### src/rtl/hbg_pkg.sv
package hbg_pkg;
    // ********************************************
    // Strap and reset timing
    // ********************************************
    localparam logic       STRAP_ISA           = 1'b1;   // Pulled-up strap, ISA personality
    localparam logic       STRAP_ALT           = 1'b0;   // Second host-bus personality
    localparam logic       STRAP_RESET         = 1'b1;   // Strap value before capture
    localparam logic [2:0] STRAP_SETTLE_CYCLES = 3'h5;   // Edges after release before capture
    localparam logic [2:0] SETTLE_RESET        = 3'h0;

    // ********************************************
    // I/O port decode
    // ********************************************
    localparam logic [11:0] SETUP_PORT_LOW     = 12'h6e8; // Partially decoded setup port
    localparam logic [1:0]  SETUP_PORT_TOP     = 2'h1;    // Address bits 15:14 of the alias set
    localparam logic [15:0] PAL_PORT_FIRST     = 16'h03c6;
    localparam logic [15:0] PAL_PORT_LAST      = 16'h03c9;
    localparam logic [15:0] SUBSYS_PORT        = 16'h03c3;
    localparam logic        SUBSYS_RESET       = 1'b1;    // Decoding enabled after power on
    localparam logic [2:0]  PAGE_RESET         = 3'h0;
    localparam logic [4:0]  ADDR_HIGH_RESET    = 5'h00;
    localparam logic [15:0] WORD_RESET         = 16'h0000;

    // ********************************************
    // Strap capture states
    // ********************************************
    typedef enum logic [1:0] {
        ST_WAIT = 2'b01,
        ST_HOLD = 2'b10
    } hbg_strap_state_t;
endpackage : hbg_pkg

### src/rtl/hbg_if.sv
`timescale 1ns/1ns
interface hbg_if;
    // ********************************************
    // Board glue to device
    // ********************************************
    logic [15:0] combined_host_input;        // Multiplexed data and address
    logic [4:0]  host_addr_high;             // Latched address bits 19:15
    logic        memory_cycle_enable;        // Second-bus cycle qualifier
    logic        mem_data_line_2;            // Strap level from board resistor

    // ********************************************
    // Device to board glue
    // ********************************************
    logic        high_byte_buf_en_n;
    logic        low_byte_buf_en_n;
    logic        bios_rom_select_n;
    logic        wide_data_select_n;
    logic        palette_write_strobe_n;
    logic        palette_read_strobe_n;

    modport device (
        input  combined_host_input, host_addr_high, memory_cycle_enable, mem_data_line_2,
        output high_byte_buf_en_n, low_byte_buf_en_n, bios_rom_select_n,
        output wide_data_select_n, palette_write_strobe_n, palette_read_strobe_n
    );

    modport glue (
        output combined_host_input, host_addr_high, memory_cycle_enable, mem_data_line_2,
        input  high_byte_buf_en_n, low_byte_buf_en_n, bios_rom_select_n,
        input  wide_data_select_n, palette_write_strobe_n, palette_read_strobe_n
    );
endinterface : hbg_if

### src/rtl/hbg_glue.sv
`timescale 1ns/1ns
// What this block does
// - Device latches strap from memory data line 2
// - Strap 0 second bus, 1 ISA
// - Strap reachable through no I/O port
// - Second bus: high enable gates upper byte
// - Second bus byte enables and palette strobes
// - Upper buffer gate for 8-bit BIOS board
// - Low ROM enable on even ROM reads
// - High ROM enable for wide or odd reads
// - Cross buffer passes odd narrow ROM bytes
// - Upper buffer gate for 16-bit BIOS board
// - Cycle enable for low memory or I/O
// - Mux data/address, latch address bits 19:15
// - Monitor sense and D15 on top line
// - Optional ROM page address lines 12:14
// - ROM select strobes on setup port access, ISA strap only
// - Subsystem enable set at power on
module hbg_glue
    import hbg_pkg::*;
(
    input  wire logic        clk_in,                      // 125 MHz clock
    input  wire logic        rst_in,                      // Async reset, active high
    hbg_if.glue              bus,                         // Device side
    input  wire logic        strap_pullup_in,             // Board resistor choice
    input  wire logic        smemr_n_in,                  // System memory read
    input  wire logic        smemw_n_in,                  // System memory write
    input  wire logic        sbhe_n_in,                   // System byte high enable
    input  wire logic        sa0_in,                      // System address bit 0
    input  wire logic        siow_n_in,                   // System I/O write
    input  wire logic [15:0] sio_addr_in,                 // System I/O address
    input  wire logic [15:0] sdata_in,                    // System data bus
    input  wire logic [8:0]  saddr_top_in,                // Address bits 23:15
    input  wire logic        m_io_in,                     // High memory, low I/O
    input  wire logic        made24_in,                   // Address extension bit
    input  wire logic        addr_latch_in,               // Latch high address while high
    input  wire logic        data_phase_in,               // High data, low address
    input  wire logic        monitor_sense_in,            // Monitor sense buffer
    input  wire logic        rom_is_wide_n_in,            // Low for 16-bit ROM
    output logic             upper_buf_gate_n_out,        // 8-bit BIOS upper gate
    output logic             rom_low_oe_n_out,            // Even ROM output enable
    output logic             rom_high_oe_n_out,           // Odd ROM output enable
    output logic             rom_cross_buf_gate_n_out,    // ROM cross buffer gate
    output logic             upper_buf_gate_wide_rom_n_out, // 16-bit BIOS upper gate
    output logic [2:0]       rom_page_addr_out,           // ROM address lines 14:12
    output logic             subsys_enable_out            // Subsystem enable bit
);
    // ********************************************
    // Pin synchronisers
    // ********************************************
    localparam int SW = 53;

    logic [SW-1:0] sync_a;
    logic [SW-1:0] sync_b;
    logic [SW-1:0] next_sync_a;
    logic [SW-1:0] next_sync_b;

    // Two stages for every external input pin
    always_comb begin
        next_sync_a = {strap_pullup_in, smemr_n_in, smemw_n_in, sbhe_n_in, sa0_in,
                       siow_n_in, sio_addr_in, sdata_in, saddr_top_in, m_io_in,
                       made24_in, addr_latch_in, data_phase_in, monitor_sense_in,
                       rom_is_wide_n_in};
        next_sync_b = sync_a;
    end

    always_ff @(posedge clk_in or posedge rst_in) begin
        if (rst_in) begin
            sync_a <= {SW{1'b1}};
            sync_b <= {SW{1'b1}};
        end else begin
            sync_a <= next_sync_a;
            sync_b <= next_sync_b;
        end
    end

    // ********************************************
    // Synchronised names
    // ********************************************
    logic        s_strap;
    logic        s_smemr_n;
    logic        s_smemw_n;
    logic        s_sbhe_n;
    logic        s_sa0;
    logic        s_siow_n;
    logic [15:0] s_io_addr;
    logic [15:0] s_data;
    logic [8:0]  s_top;
    logic        s_m_io;
    logic        s_made24;
    logic        s_latch;
    logic        s_phase;
    logic        s_sense;
    logic        s_rom_wide_n;
    logic        s_low_n;
    logic        s_rom_n;
    logic        s_wide_n;

    // Split the second stage; device strobes share the clock
    always_comb begin
        {s_strap, s_smemr_n, s_smemw_n, s_sbhe_n, s_sa0, s_siow_n, s_io_addr, s_data,
         s_top, s_m_io, s_made24, s_latch, s_phase, s_sense, s_rom_wide_n} = sync_b;
        s_low_n  = bus.low_byte_buf_en_n;
        s_rom_n  = bus.bios_rom_select_n;
        s_wide_n = bus.wide_data_select_n;
    end

    // ********************************************
    // Buffer and ROM gating
    // ********************************************
    logic next_upper_n;
    logic next_rom_lo_n;
    logic next_rom_hi_n;
    logic next_cross_n;
    logic next_upper_wide_n;
    logic upper_n;
    logic rom_lo_n;
    logic rom_hi_n;
    logic cross_n;
    logic upper_wide_n;

    // Board equations on synchronised pins
    always_comb begin
        next_upper_n = !(!s_low_n && s_rom_n && !s_sbhe_n && !s_wide_n
                         && (!s_smemw_n || !s_smemr_n));
        next_rom_lo_n = !(!s_rom_n && !s_smemr_n && !s_sa0);
        next_rom_hi_n = !(!s_rom_n && !s_smemr_n
                          && ((!s_sbhe_n && !s_rom_wide_n)
                              || (s_sa0 && s_rom_wide_n)));
        next_cross_n = !(!s_rom_n && s_sa0 && !s_smemr_n && s_rom_wide_n);
        next_upper_wide_n = !(!s_sbhe_n
                              && ((!s_low_n && !s_smemw_n && !s_wide_n)
                                  || (!s_rom_n && !s_smemr_n && !s_rom_wide_n)
                                  || (!s_low_n && !s_smemr_n && !s_wide_n
                                      && s_rom_n)));
    end

    always_ff @(posedge clk_in or posedge rst_in) begin
        if (rst_in) begin
            upper_n      <= 1'b1;
            rom_lo_n     <= 1'b1;
            rom_hi_n     <= 1'b1;
            cross_n      <= 1'b1;
            upper_wide_n <= 1'b1;
        end else begin
            upper_n      <= next_upper_n;
            rom_lo_n     <= next_rom_lo_n;
            rom_hi_n     <= next_rom_hi_n;
            cross_n      <= next_cross_n;
            upper_wide_n <= next_upper_wide_n;
        end
    end

    // ********************************************
    // Ports, latches and combined input
    // ********************************************
    logic        subsys;
    logic        next_subsys;
    logic [2:0]  page;
    logic [2:0]  next_page;
    logic [4:0]  addr_high;
    logic [4:0]  next_addr_high;
    logic [15:0] word;
    logic [15:0] next_word;
    logic        mem_en;
    logic        next_mem_en;
    logic        strap_pin;
    logic        next_strap_pin;

    // Subsystem port, page map, address latch and multiplexer
    always_comb begin
        next_subsys = subsys;
        if (!s_siow_n && (s_io_addr == SUBSYS_PORT)) begin
            next_subsys = s_data[0];
        end
        next_page = page;
        if (!s_siow_n && !s_rom_n) begin
            next_page = s_data[2:0];
        end
        next_addr_high = addr_high;
        if (s_latch) begin
            next_addr_high = s_top[4:0];
        end
        if (s_phase) begin
            next_word = s_data;
        end else begin
            next_word = {s_sense, s_io_addr[14:0]};
        end
        next_mem_en = subsys && ((s_m_io && (s_top[8:5] == 4'h0) && s_made24)
                                 || !s_m_io);
        next_strap_pin = s_strap;
    end

    always_ff @(posedge clk_in or posedge rst_in) begin
        if (rst_in) begin
            subsys    <= SUBSYS_RESET;
            page      <= PAGE_RESET;
            addr_high <= ADDR_HIGH_RESET;
            word      <= WORD_RESET;
            mem_en    <= 1'b0;
            strap_pin <= STRAP_RESET;
        end else begin
            subsys    <= next_subsys;
            page      <= next_page;
            addr_high <= next_addr_high;
            word      <= next_word;
            mem_en    <= next_mem_en;
            strap_pin <= next_strap_pin;
        end
    end

    // Outputs straight from flops
    assign bus.combined_host_input     = word;
    assign bus.host_addr_high          = addr_high;
    assign bus.memory_cycle_enable     = mem_en;
    assign bus.mem_data_line_2         = strap_pin;
    assign upper_buf_gate_n_out          = upper_n;
    assign rom_low_oe_n_out              = rom_lo_n;
    assign rom_high_oe_n_out             = rom_hi_n;
    assign rom_cross_buf_gate_n_out      = cross_n;
    assign upper_buf_gate_wide_rom_n_out = upper_wide_n;
    assign rom_page_addr_out             = page;
    assign subsys_enable_out             = subsys;
endmodule : hbg_glue

### src/flat_wrapper.sv
// flat-port wrapper written by rule: the top's interface ports become plain ports
module hbg_glue_flat import hbg_pkg::*;
  (clk_in, rst_in, strap_pullup_in, smemr_n_in, smemw_n_in, sbhe_n_in, sa0_in, siow_n_in, sio_addr_in, sdata_in, saddr_top_in, m_io_in, made24_in, addr_latch_in, data_phase_in, monitor_sense_in, rom_is_wide_n_in, upper_buf_gate_n_out, rom_low_oe_n_out, rom_high_oe_n_out, rom_cross_buf_gate_n_out, upper_buf_gate_wide_rom_n_out, rom_page_addr_out, subsys_enable_out, bus_combined_host_input, bus_host_addr_high, bus_memory_cycle_enable, bus_mem_data_line_2, bus_high_byte_buf_en_n, bus_low_byte_buf_en_n, bus_bios_rom_select_n, bus_wide_data_select_n, bus_palette_write_strobe_n, bus_palette_read_strobe_n);
  hbg_if bus_i ();
  input  wire logic clk_in;
  input  wire logic rst_in;
  input  wire logic strap_pullup_in;
  input  wire logic smemr_n_in;
  input  wire logic smemw_n_in;
  input  wire logic sbhe_n_in;
  input  wire logic sa0_in;
  input  wire logic siow_n_in;
  input  wire logic [15:0] sio_addr_in;
  input  wire logic [15:0] sdata_in;
  input  wire logic [8:0] saddr_top_in;
  input  wire logic m_io_in;
  input  wire logic made24_in;
  input  wire logic addr_latch_in;
  input  wire logic data_phase_in;
  input  wire logic monitor_sense_in;
  input  wire logic rom_is_wide_n_in;
  output logic upper_buf_gate_n_out;
  output logic rom_low_oe_n_out;
  output logic rom_high_oe_n_out;
  output logic rom_cross_buf_gate_n_out;
  output logic upper_buf_gate_wide_rom_n_out;
  output logic [2:0] rom_page_addr_out;
  output logic subsys_enable_out;
  output wire logic [$bits(bus_i.combined_host_input)-1:0] bus_combined_host_input;
  output wire logic [$bits(bus_i.host_addr_high)-1:0] bus_host_addr_high;
  output wire logic [$bits(bus_i.memory_cycle_enable)-1:0] bus_memory_cycle_enable;
  output wire logic [$bits(bus_i.mem_data_line_2)-1:0] bus_mem_data_line_2;
  input wire logic [$bits(bus_i.high_byte_buf_en_n)-1:0] bus_high_byte_buf_en_n;
  input wire logic [$bits(bus_i.low_byte_buf_en_n)-1:0] bus_low_byte_buf_en_n;
  input wire logic [$bits(bus_i.bios_rom_select_n)-1:0] bus_bios_rom_select_n;
  input wire logic [$bits(bus_i.wide_data_select_n)-1:0] bus_wide_data_select_n;
  input wire logic [$bits(bus_i.palette_write_strobe_n)-1:0] bus_palette_write_strobe_n;
  input wire logic [$bits(bus_i.palette_read_strobe_n)-1:0] bus_palette_read_strobe_n;
  assign bus_combined_host_input = bus_i.combined_host_input;
  assign bus_host_addr_high = bus_i.host_addr_high;
  assign bus_memory_cycle_enable = bus_i.memory_cycle_enable;
  assign bus_mem_data_line_2 = bus_i.mem_data_line_2;
  assign bus_i.high_byte_buf_en_n = bus_high_byte_buf_en_n;
  assign bus_i.low_byte_buf_en_n = bus_low_byte_buf_en_n;
  assign bus_i.bios_rom_select_n = bus_bios_rom_select_n;
  assign bus_i.wide_data_select_n = bus_wide_data_select_n;
  assign bus_i.palette_write_strobe_n = bus_palette_write_strobe_n;
  assign bus_i.palette_read_strobe_n = bus_palette_read_strobe_n;
  hbg_glue u_core (.clk_in(clk_in), .rst_in(rst_in), .bus(bus_i), .strap_pullup_in(strap_pullup_in), .smemr_n_in(smemr_n_in), .smemw_n_in(smemw_n_in), .sbhe_n_in(sbhe_n_in), .sa0_in(sa0_in), .siow_n_in(siow_n_in), .sio_addr_in(sio_addr_in), .sdata_in(sdata_in), .saddr_top_in(saddr_top_in), .m_io_in(m_io_in), .made24_in(made24_in), .addr_latch_in(addr_latch_in), .data_phase_in(data_phase_in), .monitor_sense_in(monitor_sense_in), .rom_is_wide_n_in(rom_is_wide_n_in), .upper_buf_gate_n_out(upper_buf_gate_n_out), .rom_low_oe_n_out(rom_low_oe_n_out), .rom_high_oe_n_out(rom_high_oe_n_out), .rom_cross_buf_gate_n_out(rom_cross_buf_gate_n_out), .upper_buf_gate_wide_rom_n_out(upper_buf_gate_wide_rom_n_out), .rom_page_addr_out(rom_page_addr_out), .subsys_enable_out(subsys_enable_out));
endmodule
### config.mk
export PLATFORM = sky130hd
export DESIGN_NAME = hbg_glue_flat
export DESIGN_NICKNAME = d
export VERILOG_FILES = /design/src/rtl/hbg_pkg.sv /design/src/rtl/hbg_if.sv /design/src/rtl/hbg_glue.sv /design/src/flat_wrapper.sv
export SDC_FILE = /design/constraint.sdc
export NUM_CORES = 1
export LEC_CHECK = 0
export BUFFER_PORTS_ARGS = -buffer_cell sky130_fd_sc_hd__buf_2
export CAP_MARGIN = 20
export CELL_PAD_IN_SITES_DETAIL_PLACEMENT = 0
export CELL_PAD_IN_SITES_GLOBAL_PLACEMENT = 2
export CORE_ASPECT_RATIO = 1.4
export CORE_MARGIN = 4
export CORE_UTILIZATION = 34
export CTS_CLUSTER_DIAMETER = 150
export DETAILED_ROUTE_END_ITERATION = 16
export PLACE_DENSITY = 0.71
export SYNTH_ARGS = -nofsm -noshare
export SYNTH_HDL_FRONTEND = slang
export SYNTH_SLANG_ARGS = --single-unit
export TNS_END_PERCENT = 1
### constraint.sdc
create_clock -name clk_in -period 3.65 [get_ports clk_in]
set_input_delay 0.365 -clock clk_in [delete_from_list [all_inputs] [get_ports clk_in]]
set_output_delay 0.365 -clock clk_in [all_outputs]
set_load 0.02 [all_outputs]
==> qor.yml <==
timing:
  tightest_slew_ns: 0.7101
  finalSetupTns_ns: 0
  relSlewSlack_pct: 52.56
  hold_viol_final: 0
  fin_crit_ns: 1.565
  whs_ns: 0.04518
  post-route-period-util_pct: 42.88
  worst_slack_ns: 2.085
  clock_skew_ns: 0.01048
  fmax_mhz: 638.9
  rsz0062_at_grt: "false"
  finalSetupViolations: 0
  slew_viol_final: 0
route:
  antenna_left: 0
  finalWirelength_um: 6314
  vias: 1847
  firstDrtPassIters: 3
  viasPerCell: 4.050
  drc: 0
  wire_per_inst_um: 13.85
  drt-initial-drc-count: 31
worst_setup_path:
  cp_slowest_stage_delay_ns: 0.53
  crit_buf_inv: 0
  worstSetupStartpointType: "flop"
  cp.arrival_ns: 1.89
  end_kind: "flop"
  slowest_stage: "dfstp_2"
  crit_chain: "nor4bb_1 -> nand4_1 -> nor3_2 -> mux2_1"
  required_ns: 3.98
  cp_max_fo: 2
  crit_type: "reg -> reg"
  crit_family: "simple AND/OR/NAND/NOR gates"
cts:
  clk_pin_slew_ns: 0.06
  cts-root-buf: "clkbuf_16"
  cts_sinks: 138
  cts_max_path_buffers: 2
  cts_buffers: 17
  cts_resized: 0
  postCtsHoldBufs: 0
  cts_tree: "built"
  post_cts_buffers: 0
  clkLatencyLatePin_ns: 0.41
  h-tree-depth: 4
pwr:
  swShare_pct: 22.80
  power_density_nw_per_um2: 653.2
  switchingPower_uw: 776.7
  p_int_mw: 2.631
  power_frac_comb_pct: 4.7
  seq_power_share_pct: 49.9
  vdd_drop_max_v: 0.0004537
  clkPwrFrac_pct: 45.5
  p_leak_nw: 2.238
cells_and_area:
  num-fill-cells: 1012
  regArea_um2: 3595
  finalNetCount: 360
  layout-drive-gt1-share_pct: 83.65
  synthToLayoutAreaGrowth_pct: 29.59
  multi_input_comb_area_um2: 412.9
  diodes: 0
  final_cell_area_um2: 5216
logic_synthesis:
  yosysTopAreaCellShare_pct: 73.76
  ys_ff_latch: 138
  yosys_warnings: 0
  synthesis.nets: 253
  synth_top_area_cell: "dfstp_2"
  yosys-top-cells-area: "dfstp_2 74%, dfrtp_1 16%, mux2_2 6.7%, nor2_1 0.56%, nand2_1 0.37%"
  synth_area_um2: 4025
  yosysSeqAreaShare_pct: 89.31
  syn_area_per_cell_um2: 20.96
  syn-instance-count: 192
  ys_types: 18
floorplan:
  coreArea_um2: 11450
  die_h_um: 136.7
  ios: 93
  std_cell_rows: 46
  initial_core_util_pct: 35.14
  dieArea_um2: 13670
  die_x_um: 99.96
outcome:
  status: "completed"
place:
  io_buffers: 89
  place_congestion: 0.6358
  place_area_um2: 4664
  dpl_worst_slack_ns: 2.058
  dp_hpwl_um: 4279
global_routing:
  grt_start_max_net_pins: 105
  antenna_found_initial: 0
  grt_pass1_vias: 2114
  grt_first_pass_wirelength_um: 10430
  grt_use_total_pct: 10.43
  grt.overflow.total: 0
run:
  maxCapViolCount: 0
worst_hold_path:
  hold_class: "in -> reg"
sequential cells by signal, indices dropped and copies added (netlist names), 3 cells and up:
name                            cells
u_core.sync_b                      53
u_core.rom_page_addr_out            3
u_core.bus.combined_host_input     16
u_core.next_sync_b                 53
u_core.bus.host_addr_high           5
synthesized netlist by cell type:
master      n
a21boi_0    1
a21oi_1     2
buf_2       2
dfrtp_1    25
dfstp_2   113
inv_1       2
mux2_1      1
mux2_2     24
nand2_1     4
nand3_1     2
nand4_1     2
nor2_1      6
nor3_1      2
nor3_2      1
nor4_1      1
nor4bb_1    1
o21ai_0     1
or3_1       2
routing by layer:
layer | vias to the layer above | GRT usage (%) | share of wire [%]
met2 | 64 | 16.30 | 52
li1 | 846 | - | -
met4 | 0 | 6.530 | 3.1
met1 | 920 | 11.40 | 37
met3 | 17 | 4.895 | 7.8
met5 | - | 0 | 0
power by group through the flow:
stage | registers, mW | logic, mW | clock network (mW)
after floorplan | 1.75 | 0.0555 | 0
after global placement | 1.72 | 0.160 | 0
after detailed placement | 1.72 | 0.164 | 0
after CTS | 1.70 | 0.165 | 1.61
after global routing | 1.71 | 0.177 | 1.67
final | 1.70 | 0.159 | 1.55
cell usage in the layout (no fill, tap or decap), drive strengths merged:
cell,Yosys,layout
clkinv,0,4
dfstp,113,113
dfrtp,25,25
nor3,3,3
mux2,25,25
clkbuf,0,18
nand3,2,2
nor4,1,1
nor4bb,1,1
or3,2,2
a21oi,2,2
inv,2,7
buf,2,90
nand4,2,2
nand2,4,4
a21boi,1,1
clkinvlp,0,5
o21ai,1,1
nor2,6,6
final cells by class:
type / instances / share of cell area, %
clock buffer: 18 / 8.419
clock inverter: 14 / 2.159
inverter: 2 / 0.2159
multi-input combinational: 50 / 7.916
sequential: 138 / 68.91
tap: 144 / 3.454
timing repair buffer: 90 / 8.923
cell families after synthesis:
kind of cell           synth area share, %
AOI/OAI and AO/OA                   0.5595
buffers and inverters               0.4353
muxes                                6.994
and+or+nand+nor                      2.704
DFF                                  89.31
stage by stage:
step                      total power [mW]  std cells  util (%)
after detailed placement             1.889        424     40.73
after floorplan                      1.802        192         -
after CTS                            3.476        456     45.54
after global routing                 3.553        456     45.54
after global placement               1.881        424     40.73
final                                3.407        456     45.54
worst paths after layout:
check	to	start	slack, ns	cells past startpoint
hold / removal	u_core.next_sync_b[9]	saddr_top_in[3]	0.05	1
min in group asynchronous	u_core.bus.combined_host_input[10]	rst_in	0.07	2
setup reg to reg	u_core.subsys_enable_out	u_core.sync_b[38]	2.08	4
hold reg to reg	u_core.sync_b[15]	u_core.next_sync_b[15]	0.35	0
setup / recovery	u_core.subsys_enable_out	u_core.sync_b[38]	2.08	4
max in group asynchronous	u_core.sync_b[1]	rst_in	2.64	3
Power figures use the tool's default switching activity.
